--- config.mk ---
export PLATFORM = sky130hd
export DESIGN_NAME = buck_phase_voltage_regs
export DESIGN_NICKNAME = d
export VERILOG_FILES = /design/src/buck_phase_voltage_regs.v /design/src/vcode_reg.v /design/src/vcode_to_mv.v
export VERILOG_INCLUDE_DIRS = /design/src
export SDC_FILE = /design/constraint.sdc
export NUM_CORES = 1
export LEC_CHECK = 0
export BUFFER_PORTS_ARGS = -buffer_cell sky130_fd_sc_hd__buf_2
export CORE_MARGIN = 3
export CORE_UTILIZATION = 52
export CTS_CLUSTER_SIZE = 24
export DETAILED_ROUTE_END_ITERATION = 10
export PLACE_DENSITY = 0.9
export SYNTH_ARGS = -nofsm -noshare
export SYNTH_HDL_FRONTEND = slang
export SYNTH_HIERARCHICAL = 1
export SYNTH_SLANG_ARGS = --single-unit
--- constraint.sdc ---
create_clock -name i_core_clk -period 3.3 [get_ports i_core_clk]
set_input_delay 0.165 -clock i_core_clk [delete_from_list [all_inputs] [get_ports i_core_clk]]
set_output_delay 0.165 -clock i_core_clk [all_outputs]
set_load 0.01 [all_outputs]
--- src/buck_regs_map.vh ---
`ifndef BUCK_REGS_MAP_VH
`define BUCK_REGS_MAP_VH

// ----------------------------------------
// register offsets (byte offsets within the page)
// ----------------------------------------
`define OFS_PHASE_CONFIG     8'hd3
`define OFS_CEILING_FIRST    8'hd5
`define OFS_CEILING_SECOND   8'hd6
`define OFS_SETPOINT_FIRST_A 8'hd7
`define OFS_SETPOINT_FIRST_B 8'hd8
`define OFS_SETPOINT_SECOND_A 8'hd9
`define OFS_SETPOINT_SECOND_B 8'hda

// ----------------------------------------
// field positions
// ----------------------------------------
`define BIT_SHED_SECOND      4
`define BIT_SHED_FIRST       3
`define BIT_PHASE_SECOND     2
`define PHASE_FIRST_HI       1
`define PHASE_FIRST_LO       0

// ----------------------------------------
// reset values
// ----------------------------------------
`define RST_PHASE_CONFIG     8'h1f
`define RST_PHASE_STORED     5'h1f
`define RST_CEILING          7'h7f
`define RST_SETPOINT         7'h46

// ----------------------------------------
// voltage code scale, millivolts
// ----------------------------------------
`define VCODE_BASE_MV        11'h12c
`define VCODE_STEP_MV        11'h00a

`endif

--- src/buck_phase_voltage_regs.v ---
`timescale 1ns/1ps
`default_nettype none

`include "buck_regs_map.vh"

// Behaviour
// [RQ1] shed enables bit4 second, bit3 first, reset 1
// [RQ2] bit2 selects second converter one/two phases
// [RQ3] bits1:0 decode first converter phases one-four
// [RQ4] three phases use 0/90/180 degree shift
// [RQ5] above two phases only on four-phase variant
// [RQ6] fuse ceilings read-only, writable in test mode
// [RQ7] codes map linearly 0.30 V plus 10 mV
// [RQ8] four writable setpoints, reset 0x46 (1.0 V)
// [RQ9] reserved bits read zero, writes ignored
module buck_phase_voltage_regs (
    // clock and reset
    input  wire        i_core_clk,
    input  wire        i_nrst,
    // register access from the host interface decoder
    input  wire [7:0]  i_addr,
    input  wire        i_page_hit,
    input  wire        i_wr_en,
    input  wire [7:0]  i_wr_data,
    input  wire        i_rd_en,
    output reg  [7:0]  o_rd_data,
    // device straps and test access
    input  wire        i_quad_variant,
    input  wire        i_test_mode,
    input  wire        i_fuse_load,
    input  wire [6:0]  i_fuse_ceiling_first,
    input  wire [6:0]  i_fuse_ceiling_second,
    // phase control towards the first converter
    output reg  [2:0]  o_phases_first,
    output reg  [3:0]  o_phase_active_first,
    output reg  [7:0]  o_phase_shift_deg_1,
    output reg  [7:0]  o_phase_shift_deg_2,
    output reg  [7:0]  o_phase_shift_deg_3,
    output reg         o_shed_enable_first,
    // phase control towards the second converter
    output reg  [1:0]  o_phases_second,
    output reg         o_shed_enable_second,
    // voltage codes and levels
    output wire [6:0]  o_setpoint_first_a,
    output wire [6:0]  o_setpoint_first_b,
    output wire [6:0]  o_setpoint_second_a,
    output wire [6:0]  o_setpoint_second_b,
    output reg  [6:0]  o_ceiling_code_first,
    output reg  [6:0]  o_ceiling_code_second,
    output wire [10:0] o_setpoint_first_a_mv,
    output wire [10:0] o_ceiling_first_mv
);

    // ----------------------------------------
    // input synchronisers
    // ----------------------------------------
    reg [1:0] quad_sync;     // variant strap, two stages
    reg [1:0] test_sync;     // test mode pin, two stages
    reg [1:0] fuse_sync;     // fuse load request, two stages
    reg       fuse_seen;     // previous synced fuse level
    wire      quad_variant;  // synced strap
    wire      test_mode;     // synced test mode
    wire      fuse_pulse;    // rising edge of fuse load

    // straps and test pins come from outside the clock domain
    always @(posedge i_core_clk or negedge i_nrst) begin
        if (!i_nrst) begin
            quad_sync <= 2'h0;
            test_sync <= 2'h0;
            fuse_sync <= 2'h0;
            fuse_seen <= 1'b0;
        end else begin
            quad_sync <= {quad_sync[0], i_quad_variant};
            test_sync <= {test_sync[0], i_test_mode};
            fuse_sync <= {fuse_sync[0], i_fuse_load};
            fuse_seen <= fuse_sync[1];
        end
    end

    assign quad_variant = quad_sync[1];
    assign test_mode    = test_sync[1];
    assign fuse_pulse   = fuse_sync[1] & ~fuse_seen;

    // ----------------------------------------
    // address decode
    // ----------------------------------------
    wire wr_hit;        // write strobe inside our page
    wire sel_conf;      // phase config selected
    wire sel_ceil_1;    // first ceiling selected
    wire sel_ceil_2;    // second ceiling selected
    wire sel_sp_1a;     // first converter setpoint a
    wire sel_sp_1b;     // first converter setpoint b
    wire sel_sp_2a;     // second converter setpoint a
    wire sel_sp_2b;     // second converter setpoint b

    assign wr_hit     = i_wr_en & i_page_hit;
    assign sel_conf   = (i_addr == `OFS_PHASE_CONFIG);
    assign sel_ceil_1 = (i_addr == `OFS_CEILING_FIRST);
    assign sel_ceil_2 = (i_addr == `OFS_CEILING_SECOND);
    assign sel_sp_1a  = (i_addr == `OFS_SETPOINT_FIRST_A);
    assign sel_sp_1b  = (i_addr == `OFS_SETPOINT_FIRST_B);
    assign sel_sp_2a  = (i_addr == `OFS_SETPOINT_SECOND_A);
    assign sel_sp_2b  = (i_addr == `OFS_SETPOINT_SECOND_B);

    // ----------------------------------------
    // phase configuration register
    // ----------------------------------------
    reg [4:0] phase_conf;   // only bits 4:0 are stored

    // bits 7:5 have no storage, so writes there are lost
    always @(posedge i_core_clk or negedge i_nrst) begin
        if (!i_nrst) begin
            phase_conf <= `RST_PHASE_STORED;                  // [RQ1]
        end else if (wr_hit && sel_conf) begin
            phase_conf <= i_wr_data[4:0];                     // [RQ9]
        end
    end

    // ----------------------------------------
    // fuse-loaded ceilings
    // ----------------------------------------
    // fuse load wins over a test-mode write in the same cycle,
    // since the fuse value is the trusted one
    always @(posedge i_core_clk or negedge i_nrst) begin
        if (!i_nrst) begin
            o_ceiling_code_first  <= `RST_CEILING;            // [RQ6]
            o_ceiling_code_second <= `RST_CEILING;
        end else if (fuse_pulse) begin
            o_ceiling_code_first  <= i_fuse_ceiling_first;    // [RQ6]
            o_ceiling_code_second <= i_fuse_ceiling_second;
        end else if (wr_hit && test_mode) begin
            // normal mode writes are ignored: read-only field
            if (sel_ceil_1) begin
                o_ceiling_code_first <= i_wr_data[6:0];       // [RQ6]
            end
            if (sel_ceil_2) begin
                o_ceiling_code_second <= i_wr_data[6:0];
            end
        end
    end

    // ----------------------------------------
    // setpoint registers
    // ----------------------------------------
    vcode_reg #(.RESET_CODE(`RST_SETPOINT)) u_sp_1a (         // [RQ8]
        .i_core_clk (i_core_clk),
        .i_nrst     (i_nrst),
        .i_load     (wr_hit & sel_sp_1a),
        .i_code     (i_wr_data[6:0]),
        .o_code     (o_setpoint_first_a)
    );

    vcode_reg #(.RESET_CODE(`RST_SETPOINT)) u_sp_1b (
        .i_core_clk (i_core_clk),
        .i_nrst     (i_nrst),
        .i_load     (wr_hit & sel_sp_1b),
        .i_code     (i_wr_data[6:0]),
        .o_code     (o_setpoint_first_b)
    );

    vcode_reg #(.RESET_CODE(`RST_SETPOINT)) u_sp_2a (
        .i_core_clk (i_core_clk),
        .i_nrst     (i_nrst),
        .i_load     (wr_hit & sel_sp_2a),
        .i_code     (i_wr_data[6:0]),
        .o_code     (o_setpoint_second_a)
    );

    vcode_reg #(.RESET_CODE(`RST_SETPOINT)) u_sp_2b (
        .i_core_clk (i_core_clk),
        .i_nrst     (i_nrst),
        .i_load     (wr_hit & sel_sp_2b),
        .i_code     (i_wr_data[6:0]),
        .o_code     (o_setpoint_second_b)
    );

    // ----------------------------------------
    // millivolt views for monitoring
    // ----------------------------------------
    vcode_to_mv u_mv_sp (                                     // [RQ7]
        .i_code (o_setpoint_first_a),
        .o_mv   (o_setpoint_first_a_mv)
    );

    vcode_to_mv u_mv_ceil (
        .i_code (o_ceiling_code_first),
        .o_mv   (o_ceiling_first_mv)
    );

    // ----------------------------------------
    // read mux
    // ----------------------------------------
    reg [7:0] next_rd_data;   // combinational read value

    // unmapped offsets and reserved bits read as zero
    always @* begin
        next_rd_data = 8'h00;
        if (sel_conf) begin
            next_rd_data = {3'h0, phase_conf};                // [RQ9]
        end else if (sel_ceil_1) begin
            next_rd_data = {1'b0, o_ceiling_code_first};
        end else if (sel_ceil_2) begin
            next_rd_data = {1'b0, o_ceiling_code_second};
        end else if (sel_sp_1a) begin
            next_rd_data = {1'b0, o_setpoint_first_a};
        end else if (sel_sp_1b) begin
            next_rd_data = {1'b0, o_setpoint_first_b};
        end else if (sel_sp_2a) begin
            next_rd_data = {1'b0, o_setpoint_second_a};
        end else if (sel_sp_2b) begin
            next_rd_data = {1'b0, o_setpoint_second_b};
        end
    end

    // read data registered, one cycle after the read strobe
    always @(posedge i_core_clk or negedge i_nrst) begin
        if (!i_nrst) begin
            o_rd_data <= 8'h00;
        end else if (i_rd_en && i_page_hit) begin
            o_rd_data <= next_rd_data;
        end
    end

    // ----------------------------------------
    // phase decode
    // ----------------------------------------
    reg [1:0] eff_sel_first;  // selector after variant cap
    reg [2:0] next_phases_first;
    reg [3:0] next_active_first;
    reg [7:0] next_shift_1;
    reg [7:0] next_shift_2;
    reg [7:0] next_shift_3;

    // shift figures in degrees relative to phase 0
    always @* begin
        eff_sel_first = phase_conf[`PHASE_FIRST_HI:`PHASE_FIRST_LO];
        // dual variant can run at most two phases; register keeps
        // the written value so a readback shows what software wrote
        if (!quad_variant && eff_sel_first[1]) begin
            eff_sel_first = 2'h1;                             // [RQ5]
        end
        next_shift_1 = 8'h00;
        next_shift_2 = 8'h00;
        next_shift_3 = 8'h00;
        case (eff_sel_first)                                  // [RQ3]
            2'h0: begin
                next_phases_first = 3'h1;
                next_active_first = 4'h1;
            end
            2'h1: begin
                next_phases_first = 3'h2;
                next_active_first = 4'h3;
                next_shift_1      = 8'hb4;
            end
            2'h2: begin
                next_phases_first = 3'h3;
                next_active_first = 4'h7;
                next_shift_1      = 8'h5a;                    // [RQ4]
                next_shift_2      = 8'hb4;                    // [RQ4]
            end
            2'h3: begin
                next_phases_first = 3'h4;
                next_active_first = 4'hf;
                next_shift_1      = 8'h5a;
                next_shift_2      = 8'hb4;
                next_shift_3      = 8'h0e;  // 270 mod 256, low byte only
            end
            default: begin
                next_phases_first = 3'h1;
                next_active_first = 4'h1;
            end
        endcase
    end

    // controls registered so the converter never sees a glitch
    always @(posedge i_core_clk or negedge i_nrst) begin
        if (!i_nrst) begin
            o_phases_first       <= 3'h2;
            o_phase_active_first <= 4'h3;
            o_phase_shift_deg_1  <= 8'hb4;
            o_phase_shift_deg_2  <= 8'h00;
            o_phase_shift_deg_3  <= 8'h00;
            o_shed_enable_first  <= 1'b1;
            o_phases_second      <= 2'h2;
            o_shed_enable_second <= 1'b1;
        end else begin
            o_phases_first       <= next_phases_first;
            o_phase_active_first <= next_active_first;
            o_phase_shift_deg_1  <= next_shift_1;
            o_phase_shift_deg_2  <= next_shift_2;
            o_phase_shift_deg_3  <= next_shift_3;
            o_shed_enable_first  <= phase_conf[`BIT_SHED_FIRST];   // [RQ1]
            o_shed_enable_second <= phase_conf[`BIT_SHED_SECOND];  // [RQ1]
            o_phases_second      <= phase_conf[`BIT_PHASE_SECOND] ? 2'h2 : 2'h1; // [RQ2]
        end
    end

endmodule

`default_nettype wire

--- src/vcode_reg.v ---
`timescale 1ns/1ps
`default_nettype none

// ----------------------------------------
// one 7-bit voltage code register
// ----------------------------------------
module vcode_reg #(
    parameter [6:0] RESET_CODE = 7'h46
) (
    // clock and reset
    input  wire       i_core_clk,
    input  wire       i_nrst,
    // write side
    input  wire       i_load,
    input  wire [6:0] i_code,
    // stored code
    output reg  [6:0] o_code
);

    // bit 7 is never stored, so it always reads zero
    always @(posedge i_core_clk or negedge i_nrst) begin
        if (!i_nrst) begin
            o_code <= RESET_CODE;
        end else if (i_load) begin
            o_code <= i_code;
        end
    end

endmodule

`default_nettype wire

--- src/vcode_to_mv.v ---
`timescale 1ns/1ps
`default_nettype none

`include "buck_regs_map.vh"

// ----------------------------------------
// linear code to millivolt conversion
// ----------------------------------------
module vcode_to_mv (
    // code in
    input  wire [6:0]  i_code,
    // level in millivolts, combinational
    output wire [10:0] o_mv
);

    // 300 mV + 10 mV per step, 1270 mV span fits 11 bits
    wire [10:0] step_total;   // code times step

    assign step_total = {4'h0, i_code} * `VCODE_STEP_MV;
    assign o_mv       = `VCODE_BASE_MV + step_total;

endmodule

`default_nettype wire
==> flow_metrics.env <==
export IMPL_clkPwrFrac=0.272
export IMPL_fp_row_count=34
export IMPL_p_seq_frac=0.386
export IMPL_drive_gt1_frac=0.455
export IMPL_period_minus_slack_ns=3.20
export IMPL_synth_distinct_cells=60
export IMPL_cts_tree="yes"
export IMPL_async_flop_share=1.00
export IMPL_setup_slack_ns=0.0990
export IMPL_mappedNetlistArea_mm2=0.00478
export IMPL_fmax_mhz=312
export IMPL_finalMaxSlewViolations=0
export IMPL_syn_to_final_growth_pct=16.2
export IMPL_ir_drop_v=0.000595
export IMPL_drc=0
export IMPL_maxCapViolations=0
export IMPL_overflow=0
export IMPL_cts_root_buf="clkbuf_8"
export IMPL_status="finished, final reports clean"
export IMPL_rsz0062_at_grt="false"
export IMPL_grt_use_total=0.232
export IMPL_start_util=0.541
export IMPL_setup_viol=0
export IMPL_top_layer_used="met4"
export IMPL_nets=602
export IMPL_numCtsBuffers=9
export IMPL_ff2ff_path_depth=4
export IMPL_antennaDiodeCount=0
export IMPL_synthTopCellsByArea="dfstp_2 20%, dfrtp_1 18%, mux2_4 8.8%, ha_1 6.3%, buf_4 4.7%"
export IMPL_synth_edf_count=0
export IMPL_synth_top_cell_by_area="dfstp_2"
export IMPL_antenna_found_initial=0
export IMPL_wl_per_cell_um=18.5
export IMPL_hp_start="i_fuse_ceiling_second[5]"
export IMPL_avgViaCountPerCell=5.96
export IMPL_post_dp_hpwl_mm=9.09
export IMPL_ys_warn_count=6
export IMPL_min_delay_path_class="input pin to flop"
export IMPL_path_clk_slew_ns=0.07
export IMPL_synth_seq_cells=71
export IMPL_htree_levels=3
export IMPL_switching_share=0.336
export IMPL_clockBufferDepth=2
export IMPL_p_leak_nw=2.70
export IMPL_worst_slew_pin_slew_ns=0.945
export IMPL_first_pass_iters=6
export IMPL_skew_ns=0.0106
export IMPL_fin_cells=651
export IMPL_grt_pass1_wl_mm=18.9
export IMPL_timing_rr_start="test_sync[1]"
export IMPL_maxSlewHeadroom=0.370
export IMPL_die_area_mm2=0.0104
export IMPL_start_kind="flop"
export IMPL_num_vias=3881
export IMPL_combPwrFrac=0.342
export IMPL_wl_met2_mm=5.81
export IMPL_antenna_left=0
export IMPL_clk_latency_ns=0.34
export IMPL_tns_ns=0
export IMPL_die_x_um=102
export IMPL_p_sw_w=0.000862
export IMPL_synth_seq_area_share=0.381
export IMPL_period_share=0.970
export IMPL_cp_required_ns=3.13
export IMPL_utilization=0.628
export IMPL_nFillCells=707
export IMPL_grt_max_degree=49
export IMPL_crit_arrival_ns=3.04
export IMPL_netlist_instances=432
export IMPL_core_area_mm2=0.00885
export IMPL_drt_iter0_drc=344
export IMPL_io_pins=145
export IMPL_syn_avg_cell_area_um2=11.1
export IMPL_critPathKind="flop to primary output"
export IMPL_final_hold_viol_count=0
export IMPL_crit_fanout=4
export IMPL_worst_hold_path_endpoint="o_ceiling_code_second[5]"
export IMPL_pre_cts_slack_ns=0.329
export IMPL_drt_met1_wl_mm=4.97
export IMPL_grt_pass1_vias=3656
export IMPL_wl_met3_um=914
export IMPL_dpl_cell_count=625
export IMPL_finalWirelength_mm=12.0
export IMPL_hold_depth=3
export IMPL_gp_congestion=0.872
export IMPL_synth_ff_type="dfstp_2"
export IMPL_powerDensity_mw_per_mm2=461
export IMPL_r2r_slack_ns=1.65
export IMPL_p_int_w=0.00170
export IMPL_io_buffers=129
export IMPL_setup_worst_path_end_class="primary output"
export IMPL_die_h_um=102
export IMPL_r2r_end="o_ceiling_code_first[0]"
export IMPL_whs_ns=0.0566
export IMPL_cts_sinks=71
export IMPL_synth_top_area_share=0.203
==> layer usage <==
layer | GRT usage | up-vias
met3 | 0.0464 | 31
met1 | 0.307 | 1907
met4 | 0.0807 | 0
li1 | - | 1747
met5 | 0 | -
met2 | 0.383 | 196
==> state kept, by name, summed over array words and instances (netlist names) <==
signal,cells
fuse_seen,1
fuse_sync,2
o_ceiling_code_first,7
o_ceiling_code_second,7
o_phase_active_first,3
o_phase_shift_deg_1,1
o_phases_first,2
o_phases_second,2
o_rd_data,7
o_shed_enable_first,1
o_shed_enable_second,1
phase_conf,5
quad_sync,2
test_sync,2
u_sp_1a/o_code,7
u_sp_1b/o_code,7
u_sp_2a/o_code,7
u_sp_2b/o_code,7
==> power groups by stage <==
stage               combinational [W]  clock [W]  sequential (W)
finish                       0.000877   0.000697        0.000988
global route                 0.000952   0.000755        0.000993
CTS                          0.000861   0.000708        0.000988
detailed placement           0.000848          0         0.00100
global placement             0.000813          0         0.00100
floorplan                    0.000583          0         0.00100
==> critical path, cell delays in order, from the launching register on <==
cell and delay (ns):
dfstp_2 0.54, ha_1 0.24, ha_1 0.26, fa_2 0.36
a21o_1 0.23, a21oi_4 0.21, xor2_1 0.11, or4b_4 0.52
o211ai_2 0.07, buf_2 0.15
==> how the worst max path moves through the flow <==
stage | from | end | slack [ns] | cells past startpoint
2_1_floorplan | u_sp_1a/o_code[1] | o_setpoint_first_a_mv[9] | 0.57 | 8
3_3_place_gp | o_ceiling_code_first[1] | o_ceiling_first_mv[9] | 0.40 | 9
3_5_place_dp | o_ceiling_code_first[1] | o_ceiling_first_mv[9] | 0.33 | 9
4_1_cts | o_ceiling_code_first[1] | o_ceiling_first_mv[9] | 0.005 | 8
5_1_grt | o_ceiling_code_first[3] | o_ceiling_first_mv[9] | 0.01 | 9
6_report | u_sp_1a/o_code[1] | o_setpoint_first_a_mv[9] | 0.1 | 9
==> cells in the mapped netlist, types with 6 or more instances <==
master and number:
nor2_1 26, o21ai_1 6, mux2i_1 16, inv_1 18, o2bb2ai_1 9, xnor2_1 12
dfstp_2 37, nand4b_1 10, o21ai_0 12, a31oi_1 14, nand4_1 7, clkbuf_1 17
ha_1 24, dfrtp_1 34, a22o_1 12, mux2_4 28, nor2b_1 6, nand2_1 7
buf_4 30, a21oi_1 9
==> layout by cell type, fill, tap and decap left out, drive strengths merged, types with 3 or more instances in the layout <==
master / instances
a211oi: 6
o22ai: 5
dlygate4sd3: 4
nor4: 5
o211ai: 7
nand3b: 3
nand2: 7
a21o: 5
mux2i: 16
nand4b: 11
a31oi: 14
nor2: 26
xor2: 4
nand4: 7
a21oi: 11
o21ai: 18
inv: 19
nand2b: 5
and2: 3
mux2: 32
nor2b: 6
nor3: 5
a22o: 12
o2bb2ai: 9
buf: 137
xnor2: 12
conb: 14
clkbuf: 12
dfrtp: 34
ha: 24
dfstp: 37
==> layout make-up <==
| class | instances | area (µm²) | area share |
|---|---|---|---|
| multi-input combinational | 297 | 2590 | 0.466 |
| tap | 108 | 135 | 0.0243 |
| inverter | 18 | 67.6 | 0.0122 |
| timing repair buffer | 141 | 746 | 0.134 |
| sequential | 71 | 1820 | 0.328 |
| clock inverter | 4 | 53.8 | 0.00968 |
| clock buffer | 12 | 145 | 0.0261 |
==> repair_timing <==
action | 4_1_cts | 5_1_grt
gates resized for setup | 2 | 3
cloned | 0 | 0
setup endpoints to repair | 2 | 2
endpoints found under the hold margin | 16 | 0
hold buffers | 4 | 0
pin swaps | 1 | 2
setup buffers | 3 | 3
==> stage by stage <==
step	power, W	instance area, µm²
2_1_floorplan	0.00159	4820
3_3_place_gp	0.00181	5270
3_5_place_dp	0.00185	5270
4_1_cts	0.00256	5530
5_1_grt	0.00270	5560
6_report	0.00256	5560
==> cell families (layout without fill, tap and decap cells) <==
| family | Yosys count | count (layout) | share of synthesized area |
|---|---|---|---|
| AOI/OAI and AO/OA | 101 | 101 | 0.161 |
| and+or+nand+nor | 92 | 92 | 0.135 |
| buffers and inverters | 74 | 175 | 0.0889 |
| DFF | 71 | 71 | 0.381 |
| muxes | 48 | 48 | 0.131 |
| adders and majority gates | 26 | 26 | 0.0711 |
| xor gates and xnor gates | 16 | 16 | 0.0293 |
| other | 4 | 14 | 0.00314 |
(Power assumes the default switching activity.)
